[src/logic/fpd_consts.svh]
// Constants for the floating-point instruction field decoder and its host
`ifndef FPD_CONSTS_SVH
`define FPD_CONSTS_SVH

// Identification bytes of the two coprocessor instruction formats
`define FPD_ID_FMT9     8'h3E
`define FPD_ID_FMT11    8'hBE

// Status codes on the link
`define FPD_ST_ID       2'h3
`define FPD_ST_OPND     2'h1

// Operation word field positions
`define FPD_G1_MSB      15
`define FPD_G1_LSB      11
`define FPD_G2_MSB      10
`define FPD_G2_LSB      6
`define FPD_OP9_MSB     5
`define FPD_OP9_LSB     3
`define FPD_OP11_MSB    5
`define FPD_OP11_LSB    2
`define FPD_F9_BIT      2
`define FPD_F11_BIT     0
`define FPD_I_MSB       1
`define FPD_I_LSB       0

// General operand mode codes
`define FPD_MODE_REG_MAX   5'h07
`define FPD_MODE_IMM       5'h14
`define FPD_MODE_RSVD      5'h13
`define FPD_MODE_SCALE_MIN 5'h1C

// Integer size field and precision bit
`define FPD_I_BYTE      2'h0
`define FPD_I_WORD      2'h1
`define FPD_I_D2S       2'h2
`define FPD_I_DWORD     2'h3
`define FPD_F_SINGLE    1'h1
`define FPD_F_DOUBLE    1'h0

// Format 9 op codes
`define FPD_OP9_I2F     3'h0
`define FPD_OP9_FSR_LD  3'h1
`define FPD_OP9_D2S     3'h2
`define FPD_OP9_S2D     3'h3
`define FPD_OP9_RND     3'h4
`define FPD_OP9_TRN     3'h5
`define FPD_OP9_FSR_ST  3'h6
`define FPD_OP9_FLR     3'h7

// Format 11 op codes
`define FPD_OP11_COPY   4'h1
`define FPD_OP11_CMP    4'h2
`define FPD_OP11_ILL_A  4'h3
`define FPD_OP11_ILL_B  4'h9

// Trap type codes
`define FPD_TRAP_NONE   3'h0
`define FPD_TRAP_ILL    3'h4

// Byte lengths
`define FPD_LEN_0       4'h0
`define FPD_LEN_1       4'h1
`define FPD_LEN_2       4'h2
`define FPD_LEN_4       4'h4
`define FPD_LEN_8       4'h8

// Response word layout
`define FPD_RSP_SEL     0
`define FPD_RSP_ILL     1
`define FPD_RSP_INV     2
`define FPD_RSP_TT_LSB  3
`define FPD_RSP_TT_MSB  5
`define FPD_RSP_G1_ON   6
`define FPD_RSP_G2_ON   7
`define FPD_RSP_G1_HOST 8
`define FPD_RSP_G2_HOST 9
`define FPD_RSP_G1_IMM  10
`define FPD_RSP_G2_IMM  11
`define FPD_RSP_L1_LSB  12
`define FPD_RSP_L1_MSB  15
`define FPD_RSP_L2_LSB  16
`define FPD_RSP_L2_MSB  19
`define FPD_RSP_K_LSB   20
`define FPD_RSP_K_MSB   23

// Host register offsets
`define FPD_REG_CMD     8'h00
`define FPD_REG_EXT     8'h04
`define FPD_REG_STATUS  8'h08
`define FPD_REG_RESULT  8'h0C

`endif

[src/logic/fpd_pkg.sv]
// Types shared by the decoder and its host
package fpd_pkg;

  typedef enum logic [3:0] {
    FPD_KIND_NONE       = 4'h0,
    FPD_KIND_COPY       = 4'h1,
    FPD_KIND_D2S        = 4'h2,
    FPD_KIND_S2D        = 4'h3,
    FPD_KIND_I2F        = 4'h4,
    FPD_KIND_RND        = 4'h5,
    FPD_KIND_TRN        = 4'h6,
    FPD_KIND_FLR        = 4'h7,
    FPD_KIND_ARITH      = 4'h8,
    FPD_KIND_FSR_LD     = 4'h9,
    FPD_KIND_FSR_ST     = 4'hA
  } fpd_kind_t;

  typedef enum logic [2:0] {
    FPD_CLS_ONCHIP      = 3'h0,
    FPD_CLS_HOSTREG     = 3'h1,
    FPD_CLS_IMM         = 3'h2,
    FPD_CLS_MEM         = 3'h3,
    FPD_CLS_RSVD        = 3'h4,
    FPD_CLS_UNUSED      = 3'h5
  } fpd_cls_t;

  typedef struct packed {
    fpd_cls_t   cls;
    logic [2:0] idx;
    logic [3:0] len;
    logic       scaled;
    logic       bad_dst;
  } fpd_opnd_t;

endpackage

[src/logic/fpd_link_if.sv]
// Link between the host controller and the instruction decoder
`timescale 1ns/1ps
interface fpd_link_if (
  input wire logic pclk,
  input wire logic presetn
);
  logic        strobe;
  logic [1:0]  st;
  logic [15:0] wdata;
  logic        rsp_valid;
  logic [31:0] rsp;

  modport host (
    output strobe,
    output st,
    output wdata,
    input  rsp_valid,
    input  rsp
  );

  modport dev (
    input  strobe,
    input  st,
    input  wdata,
    output rsp_valid,
    output rsp
  );
endinterface

[src/logic/fpd_decoder.sv]
// Coprocessor instruction field decoder, device end of the link
//
// Behaviour
// - Extract two 5-bit mode fields separately
// - Immediates and host-supplied operands reach the coprocessor
// - Modes 11100-11111 mean scale one to eight
// - Immediate length from opcode, MSB first
// - Modes 0-7 float registers or host registers
// - Mode 10100 immediate, never a destination
// - Host resolves all memory operand modes
// - Mode 10011 reserved, never valid
// - Scaled index not on immediate or scaled
// - Recognise only formats nine and eleven
// - Size field byte 00 word 01 dword 11
// - Precision bit one single, zero double
// - Result to second operand, first untouched
// - Decode move and conversion op codes
// - Check precision and size of precision moves
// - Index bytes first, then operand extensions
// - Displacement length in leading bits, signed
// - Operation word arrives byte swapped
// - Two illegal forms give trap code 100
`timescale 1ns/1ps
`include "fpd_consts.svh"

module fpd_decoder
  import fpd_pkg::*;
(
  input  wire logic       pclk,
  input  wire logic       presetn,
  fpd_link_if.dev         lnk,
  output logic            dec_valid,
  output fpd_kind_t       dec_kind,
  output fpd_opnd_t       dec_g1,
  output fpd_opnd_t       dec_g2,
  output logic            dec_writes_g2,
  output logic            dec_illegal,
  output logic            dec_invalid,
  output logic [2:0]      dec_trap_type
);

  function automatic logic [3:0] int_len(input logic [1:0] isz);
    case (isz)
      `FPD_I_BYTE:  int_len = `FPD_LEN_1;
      `FPD_I_WORD:  int_len = `FPD_LEN_2;
      `FPD_I_DWORD: int_len = `FPD_LEN_4;
      default:      int_len = `FPD_LEN_0;
    endcase
  endfunction

  function automatic logic [3:0] flt_len(input logic fbit);
    flt_len = (fbit == `FPD_F_SINGLE) ? `FPD_LEN_4 : `FPD_LEN_8;
  endfunction

  function automatic fpd_opnd_t opnd_dec(
    input logic [4:0] mode,
    input logic       used,
    input logic       is_flt,
    input logic [3:0] len,
    input logic       written
  );
    fpd_opnd_t o;
    o = '0;
    o.idx = mode[2:0];
    o.len = len;
    o.scaled = (mode >= `FPD_MODE_SCALE_MIN);
    if (!used) begin
      o.cls = FPD_CLS_UNUSED;
      o.len = `FPD_LEN_0;
    end else if (mode <= `FPD_MODE_REG_MAX) begin
      o.cls = is_flt ? FPD_CLS_ONCHIP : FPD_CLS_HOSTREG;
    end else if (mode == `FPD_MODE_IMM) begin
      o.cls = FPD_CLS_IMM;
      o.bad_dst = written;
    end else if (mode == `FPD_MODE_RSVD) begin
      o.cls = FPD_CLS_RSVD;
    end else begin
      o.cls = FPD_CLS_MEM;
    end
    return o;
  endfunction

  logic        sel_r;
  logic        fmt11_r;
  logic [15:0] opw;
  logic [4:0]  g1_mode;
  logic [4:0]  g2_mode;
  logic [2:0]  op9;
  logic [3:0]  op11;
  logic [1:0]  isz;
  logic        fbit;
  logic        g1_used;
  logic        g2_used;
  logic        g1_flt;
  logic        g2_flt;
  logic [3:0]  g1_len;
  logic [3:0]  g2_len;
  logic        g2_wr;
  logic        enc_bad;
  logic        ill_nxt;
  logic        inv_nxt;
  fpd_kind_t   kind_nxt;
  fpd_opnd_t   g1_nxt;
  fpd_opnd_t   g2_nxt;
  logic [31:0] rsp_nxt;

  assign opw = {lnk.wdata[7:0], lnk.wdata[15:8]};
  assign g1_mode = opw[`FPD_G1_MSB:`FPD_G1_LSB];
  assign g2_mode = opw[`FPD_G2_MSB:`FPD_G2_LSB];
  assign op9 = opw[`FPD_OP9_MSB:`FPD_OP9_LSB];
  assign op11 = opw[`FPD_OP11_MSB:`FPD_OP11_LSB];
  assign isz = opw[`FPD_I_MSB:`FPD_I_LSB];
  assign fbit = fmt11_r ? opw[`FPD_F11_BIT] : opw[`FPD_F9_BIT];

  always_comb begin
    kind_nxt = FPD_KIND_NONE;
    g1_used = 1'b1;
    g2_used = 1'b1;
    g1_flt = 1'b1;
    g2_flt = 1'b1;
    g1_len = flt_len(fbit);
    g2_len = flt_len(fbit);
    g2_wr = 1'b1;
    enc_bad = 1'b0;
    ill_nxt = 1'b0;
    if (fmt11_r) begin
      case (op11)
        `FPD_OP11_COPY: begin
          kind_nxt = FPD_KIND_COPY;
        end
        `FPD_OP11_CMP: begin
          kind_nxt = FPD_KIND_ARITH;
          g2_wr = 1'b0;
        end
        `FPD_OP11_ILL_A, `FPD_OP11_ILL_B: begin
          ill_nxt = 1'b1;
        end
        default: begin
          kind_nxt = FPD_KIND_ARITH;
        end
      endcase
    end else begin
      case (op9)
        `FPD_OP9_I2F: begin
          kind_nxt = FPD_KIND_I2F;
          g1_flt = 1'b0;
          g1_len = int_len(isz);
          enc_bad = (isz == `FPD_I_D2S);
        end
        `FPD_OP9_D2S: begin
          kind_nxt = FPD_KIND_D2S;
          g1_len = `FPD_LEN_8;
          g2_len = `FPD_LEN_4;
          enc_bad = (fbit != `FPD_F_SINGLE) || (isz != `FPD_I_D2S);
        end
        `FPD_OP9_S2D: begin
          kind_nxt = FPD_KIND_S2D;
          g1_len = `FPD_LEN_4;
          g2_len = `FPD_LEN_8;
          enc_bad = (fbit != `FPD_F_DOUBLE) || (isz != `FPD_I_DWORD);
        end
        `FPD_OP9_RND, `FPD_OP9_TRN, `FPD_OP9_FLR: begin
          kind_nxt = (op9 == `FPD_OP9_RND) ? FPD_KIND_RND :
                     (op9 == `FPD_OP9_TRN) ? FPD_KIND_TRN : FPD_KIND_FLR;
          g2_flt = 1'b0;
          g2_len = int_len(isz);
          enc_bad = (isz == `FPD_I_D2S);
        end
        `FPD_OP9_FSR_LD: begin
          kind_nxt = FPD_KIND_FSR_LD;
          g1_flt = 1'b0;
          g1_len = `FPD_LEN_4;
          g2_used = 1'b0;
          g2_wr = 1'b0;
        end
        default: begin
          kind_nxt = FPD_KIND_FSR_ST;
          g2_flt = 1'b0;
          g2_len = `FPD_LEN_4;
          g1_used = 1'b0;
        end
      endcase
    end
  end

  // First operand is only ever read, second takes the result
  assign g1_nxt = opnd_dec(g1_mode, g1_used, g1_flt, g1_len, 1'b0);
  assign g2_nxt = opnd_dec(g2_mode, g2_used, g2_flt, g2_len, g2_wr);
  assign inv_nxt = !ill_nxt &&
                   (enc_bad || g2_nxt.bad_dst ||
                    (g1_nxt.cls == FPD_CLS_RSVD) ||
                    (g2_nxt.cls == FPD_CLS_RSVD));

  always_comb begin
    rsp_nxt = 32'h0000_0000;
    rsp_nxt[`FPD_RSP_SEL] = sel_r;
    if (sel_r) begin
      rsp_nxt[`FPD_RSP_ILL] = ill_nxt;
      rsp_nxt[`FPD_RSP_INV] = inv_nxt;
      rsp_nxt[`FPD_RSP_TT_MSB:`FPD_RSP_TT_LSB] =
        ill_nxt ? `FPD_TRAP_ILL : `FPD_TRAP_NONE;
      rsp_nxt[`FPD_RSP_G1_ON] = (g1_nxt.cls == FPD_CLS_ONCHIP);
      rsp_nxt[`FPD_RSP_G2_ON] = (g2_nxt.cls == FPD_CLS_ONCHIP);
      // Host supplies host-register and memory operands, not immediates
      rsp_nxt[`FPD_RSP_G1_HOST] = (g1_nxt.cls == FPD_CLS_HOSTREG) ||
                                  (g1_nxt.cls == FPD_CLS_MEM);
      rsp_nxt[`FPD_RSP_G2_HOST] = (g2_nxt.cls == FPD_CLS_HOSTREG) ||
                                  (g2_nxt.cls == FPD_CLS_MEM);
      rsp_nxt[`FPD_RSP_G1_IMM] = (g1_nxt.cls == FPD_CLS_IMM);
      rsp_nxt[`FPD_RSP_G2_IMM] = (g2_nxt.cls == FPD_CLS_IMM);
      rsp_nxt[`FPD_RSP_L1_MSB:`FPD_RSP_L1_LSB] = g1_nxt.len;
      rsp_nxt[`FPD_RSP_L2_MSB:`FPD_RSP_L2_LSB] = g2_nxt.len;
      rsp_nxt[`FPD_RSP_K_MSB:`FPD_RSP_K_LSB] = kind_nxt;
    end
  end

  // Selection by identification byte; another byte cancels it
  always_ff @(posedge pclk or negedge presetn) begin
    if (!presetn) begin
      sel_r <= 1'b0;
      fmt11_r <= 1'b0;
    end else if (lnk.strobe && lnk.st == `FPD_ST_ID) begin
      sel_r <= (lnk.wdata[7:0] == `FPD_ID_FMT9) ||
               (lnk.wdata[7:0] == `FPD_ID_FMT11);
      fmt11_r <= (lnk.wdata[7:0] == `FPD_ID_FMT11);
    end else if (lnk.strobe && lnk.st == `FPD_ST_OPND) begin
      sel_r <= 1'b0;
    end
  end

  // Response to the host, one cycle after the operation word
  always_ff @(posedge pclk or negedge presetn) begin
    if (!presetn) begin
      lnk.rsp_valid <= 1'b0;
      lnk.rsp <= 32'h0000_0000;
    end else begin
      lnk.rsp_valid <= lnk.strobe && (lnk.st == `FPD_ST_OPND);
      if (lnk.strobe && lnk.st == `FPD_ST_OPND) begin
        lnk.rsp <= rsp_nxt;
      end
    end
  end

  // Decoded fields on the user side
  always_ff @(posedge pclk or negedge presetn) begin
    if (!presetn) begin
      dec_valid <= 1'b0;
      dec_kind <= FPD_KIND_NONE;
      dec_g1 <= '0;
      dec_g2 <= '0;
      dec_writes_g2 <= 1'b0;
      dec_illegal <= 1'b0;
      dec_invalid <= 1'b0;
      dec_trap_type <= `FPD_TRAP_NONE;
    end else begin
      dec_valid <= lnk.strobe && (lnk.st == `FPD_ST_OPND) && sel_r;
      if (lnk.strobe && lnk.st == `FPD_ST_OPND && sel_r) begin
        dec_kind <= kind_nxt;
        dec_g1 <= g1_nxt;
        dec_g2 <= g2_nxt;
        dec_writes_g2 <= g2_wr;
        dec_illegal <= ill_nxt;
        dec_invalid <= inv_nxt;
        dec_trap_type <= ill_nxt ? `FPD_TRAP_ILL : `FPD_TRAP_NONE;
      end
    end
  end

endmodule // fpd_decoder

[src/flat_wrapper.sv]
// flat-port wrapper written by rule: the top's interface ports become plain ports
module fpd_decoder_flat import fpd_pkg::*;
  (pclk, presetn, dec_valid, dec_kind, dec_g1, dec_g2, dec_writes_g2, dec_illegal, dec_invalid, dec_trap_type, lnk_strobe, lnk_st, lnk_wdata, lnk_rsp_valid, lnk_rsp);
  fpd_link_if lnk_i (.pclk(pclk), .presetn(presetn));
  input  wire logic pclk;
  input  wire logic presetn;
  output logic dec_valid;
  output fpd_kind_t dec_kind;
  output fpd_opnd_t dec_g1;
  output fpd_opnd_t dec_g2;
  output logic dec_writes_g2;
  output logic dec_illegal;
  output logic dec_invalid;
  output logic [2:0] dec_trap_type;
  input wire logic [$bits(lnk_i.strobe)-1:0] lnk_strobe;
  input wire logic [$bits(lnk_i.st)-1:0] lnk_st;
  input wire logic [$bits(lnk_i.wdata)-1:0] lnk_wdata;
  output wire logic [$bits(lnk_i.rsp_valid)-1:0] lnk_rsp_valid;
  output wire logic [$bits(lnk_i.rsp)-1:0] lnk_rsp;
  assign lnk_i.strobe = lnk_strobe;
  assign lnk_i.st = lnk_st;
  assign lnk_i.wdata = lnk_wdata;
  assign lnk_rsp_valid = lnk_i.rsp_valid;
  assign lnk_rsp = lnk_i.rsp;
  fpd_decoder u_core (.pclk(pclk), .presetn(presetn), .lnk(lnk_i), .dec_valid(dec_valid), .dec_kind(dec_kind), .dec_g1(dec_g1), .dec_g2(dec_g2), .dec_writes_g2(dec_writes_g2), .dec_illegal(dec_illegal), .dec_invalid(dec_invalid), .dec_trap_type(dec_trap_type));
endmodule
[config.mk]
export PLATFORM = sky130hd
export DESIGN_NAME = fpd_decoder_flat
export DESIGN_NICKNAME = d
export VERILOG_FILES = /design/src/logic/fpd_pkg.sv /design/src/logic/fpd_link_if.sv /design/src/logic/fpd_decoder.sv /design/src/flat_wrapper.sv
export VERILOG_INCLUDE_DIRS = /design/src /design/src/logic
export SDC_FILE = /design/constraint.sdc
export NUM_CORES = 1
export LEC_CHECK = 0
export BUFFER_PORTS_ARGS = -buffer_cell sky130_fd_sc_hd__buf_2
export CAP_MARGIN = 20
export CORE_MARGIN = 5
export CORE_UTILIZATION = 40
export CTS_CLUSTER_DIAMETER = 120
export DETAILED_ROUTE_END_ITERATION = 12
export PLACE_DENSITY = 0.73
export SLEW_MARGIN = 30
export SYNTH_ARGS = -nofsm -noshare
export SYNTH_HDL_FRONTEND = slang
export SYNTH_SLANG_ARGS = --single-unit
[constraint.sdc]
create_clock -name pclk -period 1.6 [get_ports pclk]
set_input_delay 0.08 -clock pclk [delete_from_list [all_inputs] [get_ports pclk]]
set_output_delay 0.08 -clock pclk [all_outputs]
set_load 0.005 [all_outputs]
; ---- Yosys cells after proc, flatten, opt, wreduce, memory -nomap -nowiden
; Cells that the tools add are included.
; Widths: inputs -> output; s select.
[totals]
reg_bits = 61
latch_bits = 0
ram_bits = 0
mem_bits_ro = 0
output_inout_bits = 68
word_cells = 125
mem_count = 0
[classes]
add_sub_neg = 0
mul = 0
div_mod_pow = 0
order_cmp = 4
eq_ne = 31
n_shift = 0
n_mux = 45
bitwise_logic = 1
reduce_logical = 25
[op_table]
columns = operator, n
row1 = $mux 4, 7
row2 = $mux 3, 9
row3 = $pmux 4 s3, 2
row4 = $mux 23, 1
row5 = $mux 1, 22
row6 = $eq 5x5->1 const B, 4
row7 = $pmux 4 s5, 1
row8 = $eq 3x2->1 const B, 6
row9 = $eq 3x3->1 const B, 5
row10 = $ge 5x5->1 const B, 2
row11 = $le 5x3->1 const B, 2
row12 = $eq 3x1->1 const B, 3
row13 = $logic_not 3->1, 3
row14 = $pmux 3 s3, 1
row15 = $eq 4x2->1 const B, 2
row16 = $eq 8x6->1 const B, 1
row17 = $eq 8x8->1 const B, 1
row18 = $logic_or 1x1->1, 8
row19 = $pmux 4 s2, 1
row20 = $reduce_or 4->1, 2
row21 = $reduce_or 7->1, 1
row22 = $eq 2x2->1 const B, 3
row23 = $reduce_or 2->1, 3
row24 = $eq 2x1->1 const B, 2
row25 = 10 further kinds, 14

; ---- Depth between registers and ports, before layout
[logic_depth]
ltp_word = 12
mapped_depth = 7

; ---- Worst setup path after synthesis
; Ideal clock, no wire load.
[synth_timing]
path_kind = reg-to-reg
from = register u_core.fmt11_r
to = register u_core.lnk.rsp[2]
setup_ns = 0.132
arrival_ns = 1.336
required_time_ns = 1.468
setup_slack_ns = 0.132
stages_incl_launch_ff = 6
cell_sequence = dfrtp_1 > buf_2 > nor4b_1 > nor3b_1 > o31ai_2 > o21ai_1
[synth_via]
elab_chain_cells = 10
word_cells_on_any_way = 29
classes_between = 2 x eq/ne / 19 x mux / 1 x bitwise / 7 x reduce/logical
[synth_rtl]
columns = item, line
row1 = "start, declared", fpd_decoder.sv:84  ; logic fmt11_r;
row2 = "start signal, assigned", fpd_decoder.sv:225  ; fmt11_r <= (lnk.wdata[7:0] == `FPD_ID_FMT11);
row3 = $mux 1, fpd_decoder.sv:113  ; assign fbit = fmt11_r ? opw[`FPD_F11_BIT] : opw[`FPD_F9_BIT];
row4 = $not 1->1 (no line), -
row5 = $logic_or 1x1->1, fpd_decoder.sv:154  ; enc_bad = (fbit != `FPD_F_SINGLE) || (isz != `FPD_I_D2S);
row6 = $pmux 1 s3, fpd_decoder.sv:143  ; case (op9)
row7 = $mux 1, fpd_decoder.sv:126  ; if (fmt11_r) begin
row8 = $logic_or 1x1->1 (2 in series), fpd_decoder.sv:190  ; (enc_bad || g2_nxt.bad_dst ||
row9 = $logic_or 1x1->1, fpd_decoder.sv:191  ; (g1_nxt.cls == FPD_CLS_RSVD) ||
row10 = $logic_and 1x1->1 (*), fpd_decoder.sv:189  ; assign inv_nxt = !ill_nxt &&
row11 = $mux 23 (*), fpd_decoder.sv:197  ; if (sel_r) begin
row12 = "end signal, assigned", fpd_decoder.sv:239  ; lnk.rsp <= rsp_nxt;
row13 = "end, declared", fpd_link_if.sv:26  ; output rsp
; Every way passes the cells marked *; elsewhere a longest branch is shown, timed or not.
; A chain may end at the register's enable or synchronous reset.

; ---- Worst setup path after layout
[layout_timing]
from = register u_core.fmt11_r
to = register u_core.lnk.rsp[7]
[layout_via]
elab_chain_cells = 6
word_cells_on_any_way = 7
classes_between = 6 x mux / 1 x reduce/logical
[layout_rtl]
columns = item, line
row1 = $mux 1, fpd_decoder.sv:126
row2 = $mux 1, fpd_decoder.sv:71  ; o.cls = is_flt ? FPD_CLS_ONCHIP : FPD_CLS_HOSTREG;
row3 = $mux 3, fpd_decoder.sv:70  ; end else if (mode <= `FPD_MODE_REG_MAX) begin
row4 = $mux 3 (*), fpd_decoder.sv:67  ; if (!used) begin
row5 = $logic_not 3->1 (*), fpd_decoder.sv:203  ; rsp_nxt[`FPD_RSP_G2_ON] = (g2_nxt.cls == FPD_CLS_ONCHIP);
row6 = $mux 23 (*), fpd_decoder.sv:197
; Marks and branches as above.

==> metrics <==
status completed; Synth-to-Final Area Change 24.0%; drt total wl roughly 6500 µm; Hold Path Cell Cnt 2; Synth Flop Type dfrtp_1; dpl cells ~420; Reg2Reg Depth 4; Die Y 90.8 µm; Area after DPL just over 3000 µm²; register area share after synthesis 52.8%; hold slack final 0.874 ps; synthesis-stage register bit count 55; share of cells above drive strength 1 32.4%; mapped cell area about 2600 µm²; Placement Rows 29; setup bufs post-CTS 0; Post-synth EDFFs 0; first-pass GRT wire length 10,900 µm; clock skew 8.48 ps; Nets 372; largest net degree at the start of global routing 56; CTS max path bufs 2; Antenna Violating Nets Remaining 0; design area 3230 µm²; Synth Instances ~270; top cells by area, synth dfrtp_1 53%, nand2_1 8.8%, buf_4 4.6%, a21o_1 4.3%, nor2_1 2.4%; vias in the first global route around 2.2k; IO buf count 75; Die Footprint 8240 µm²; Final Hold Vio Count 0; H-tree depth 2; top-count cell post-synth nand2_1; grt ovf 0; Detailed Place HPWL approximately 4700 µm; Worst VDD drop 0.000421 V; clock-pin transition on the worst setup and hold timing paths 100 ps; Final period util 91.2%; clock tree root buffer cell clkbuf_8; via count roughly 2.2k; Synth cell types 52; PwrDens 810 nW/µm²; Final Non-Filler Cells 429; Num CTS Buffers 5; Worst setup SP type flip-flop; required time of the critical path 1800 ps; top-area cell type share of the netlist area 52.8%; CTS sink cnt 55; Starting Density 41.1%; DRC Markers 0; HP Class input port to flip-flop; DR iter-0 viols 108; GRT Overall Usage 16.1%; routed len/inst 15.2 µm; Top Ports 89; largest area contributor in the netlist dfrtp_1; RSZ-0062 raised after global routing no; initial antenna violation count 0; ANT cells 0; Core Area 6350 µm²; setup tns final 0 ps; mean number of vias per cell between 5 and 6; fillers about 600; Max Cap Viol 0; CTS tree built; synth warn 0; Crit Path Max Fanout 7; Slew Limit Fails 0; GP Congestion 0.836; Pleak 1.92 nW; Synth Area per Inst 9.70 µm²; Clock Latency Late Sink 320 ps; final number of setup-violating endpoints 0; drt pass-1 iters 4; chip width 90.8 µm; critical path endpoint category flip-flop; FFs w/ async S/R, synth 100%; fmax 686 MHz; CP arrival about 1700 ps; Tmin final 1460 ps; Post-synth top cells 61 x nand2_1, 55 x dfrtp_1, 17 x nor2_1; critical path type flip-flop to flip-flop
sequential cells by signal, summed over array words and instances, names as in the netlist:
register,count
u_core.dec_g1,11
u_core.dec_g2,12
u_core.dec_illegal,1
u_core.dec_invalid,1
u_core.dec_kind,4
u_core.dec_valid,1
u_core.dec_writes_g2,1
u_core.fmt11_r,1
u_core.lnk.rsp,21
u_core.lnk.rsp_valid,1
u_core.sel_r,1
critical path: stages, from the launching register on:
cell and delay, ps:
dfrtp_2 470, nor4b_1 410, buf_4 190, nor2_1 40, a32o_1 240
report_power, final:
| part | leakage, nW | switching [mW] | internal (mW) |
|---|---|---|---|
| sequential | 0.765 | 0.00775 | 1.40 |
| combinational | 1.10 | 0.150 | 0.0997 |
| clock | 0.0612 | 0.451 | 0.507 |
cells in the final DEF, fill, tap and decap left out, types with 2 or more instances in the layout:
master / netlist / final
a211oi_1: 3 / 3
a21o_1: 15 / 15
a21oi_1: 6 / 6
a221o_1: 2 / 2
a22o_1: 2 / 2
a22oi_1: 2 / 2
a32o_1: 2 / 2
and2_1: 2 / 2
buf_2: 6 / 75
buf_4: 16 / 11
clkbuf_8: 0 / 6
conb_1: 1 / 13
dfrtp_1: 55 / 54
dlygate4sd3_1: 0 / 4
inv_1: 4 / 4
inv_2: 3 / 3
nand2_1: 61 / 61
nand2b_1: 2 / 2
nand3_1: 8 / 8
nand3b_1: 2 / 2
nor2_1: 17 / 17
nor2_2: 2 / 2
nor2b_1: 4 / 4
nor3_1: 8 / 7
o21ai_0: 2 / 2
o21ai_1: 9 / 9
o31ai_1: 2 / 2
o41ai_1: 2 / 2
metal layers:
| metal | part of all wire [%] | vias to the layer above | global-route usage, % |
|---|---|---|---|
| met5 | 0 | - | 0 |
| met4 | 1.6 | 0 | 5.33 |
| met3 | 7.3 | 12 | 5.00 |
| met2 | 46 | 65 | 24.7 |
| met1 | 45 | 1060 | 21.5 |
| li1 | - | 1060 | - |
stage by stage:
stage	utilization, %	setup slack (ps)	power [mW]
floorplan	-	132	1.58
global placement	48.1	153	1.68
detailed placement	48.1	40.9	1.68
CTS	50.7	24.0	2.64
global route	50.9	19.5	2.73
finish	50.9	142	2.62
cell families after synthesis:
kind of cell / share of synthesized area (%)
buf+inv: 7.63
xor+xnor: 0.672
flops: 52.8
simple gates: 22.3
other cells: 0.144
compound gates: 16.5
path summary, 6_finish.rpt:
| path | slack [ps] | endpoint | from |
|---|---|---|---|
| max | 140 | u_core.lnk.rsp[7] | u_core.fmt11_r |
| min | 0.9 | u_core.lnk.rsp[10] | lnk_wdata[6] |
| max reg2reg | 140 | u_core.lnk.rsp[7] | u_core.fmt11_r |
| min reg2reg | 470 | u_core.lnk.rsp[20] | u_core.lnk.rsp[20] |
| max in group asynchronous | 1050 | u_core.fmt11_r | presetn |
| min in group asynchronous | 270 | u_core.dec_g2[7] | presetn |
cell type report:
class | instances | area (µm²) | area share, %
clock buffer | 6 | 82.6 | 2.55
multi-input combinational | 191 | 1100 | 34.0
clock inverter | 2 | 35.0 | 1.08
timing repair buffer | 91 | 518 | 16.0
inverter | 7 | 26.3 | 0.812
tap | 77 | 96.3 | 2.98
sequential | 55 | 1380 | 42.6
what timing repair did:
item / in CTS / in global routing
gates resized for setup: 1 / 3
hold buffers: 4 / 0
cloned: 0 / 0
setup endpoints to repair: 1 / 10
endpoints found under the hold margin: 58 / 0
No activity file was read; power rests on OpenSTA's default activity.
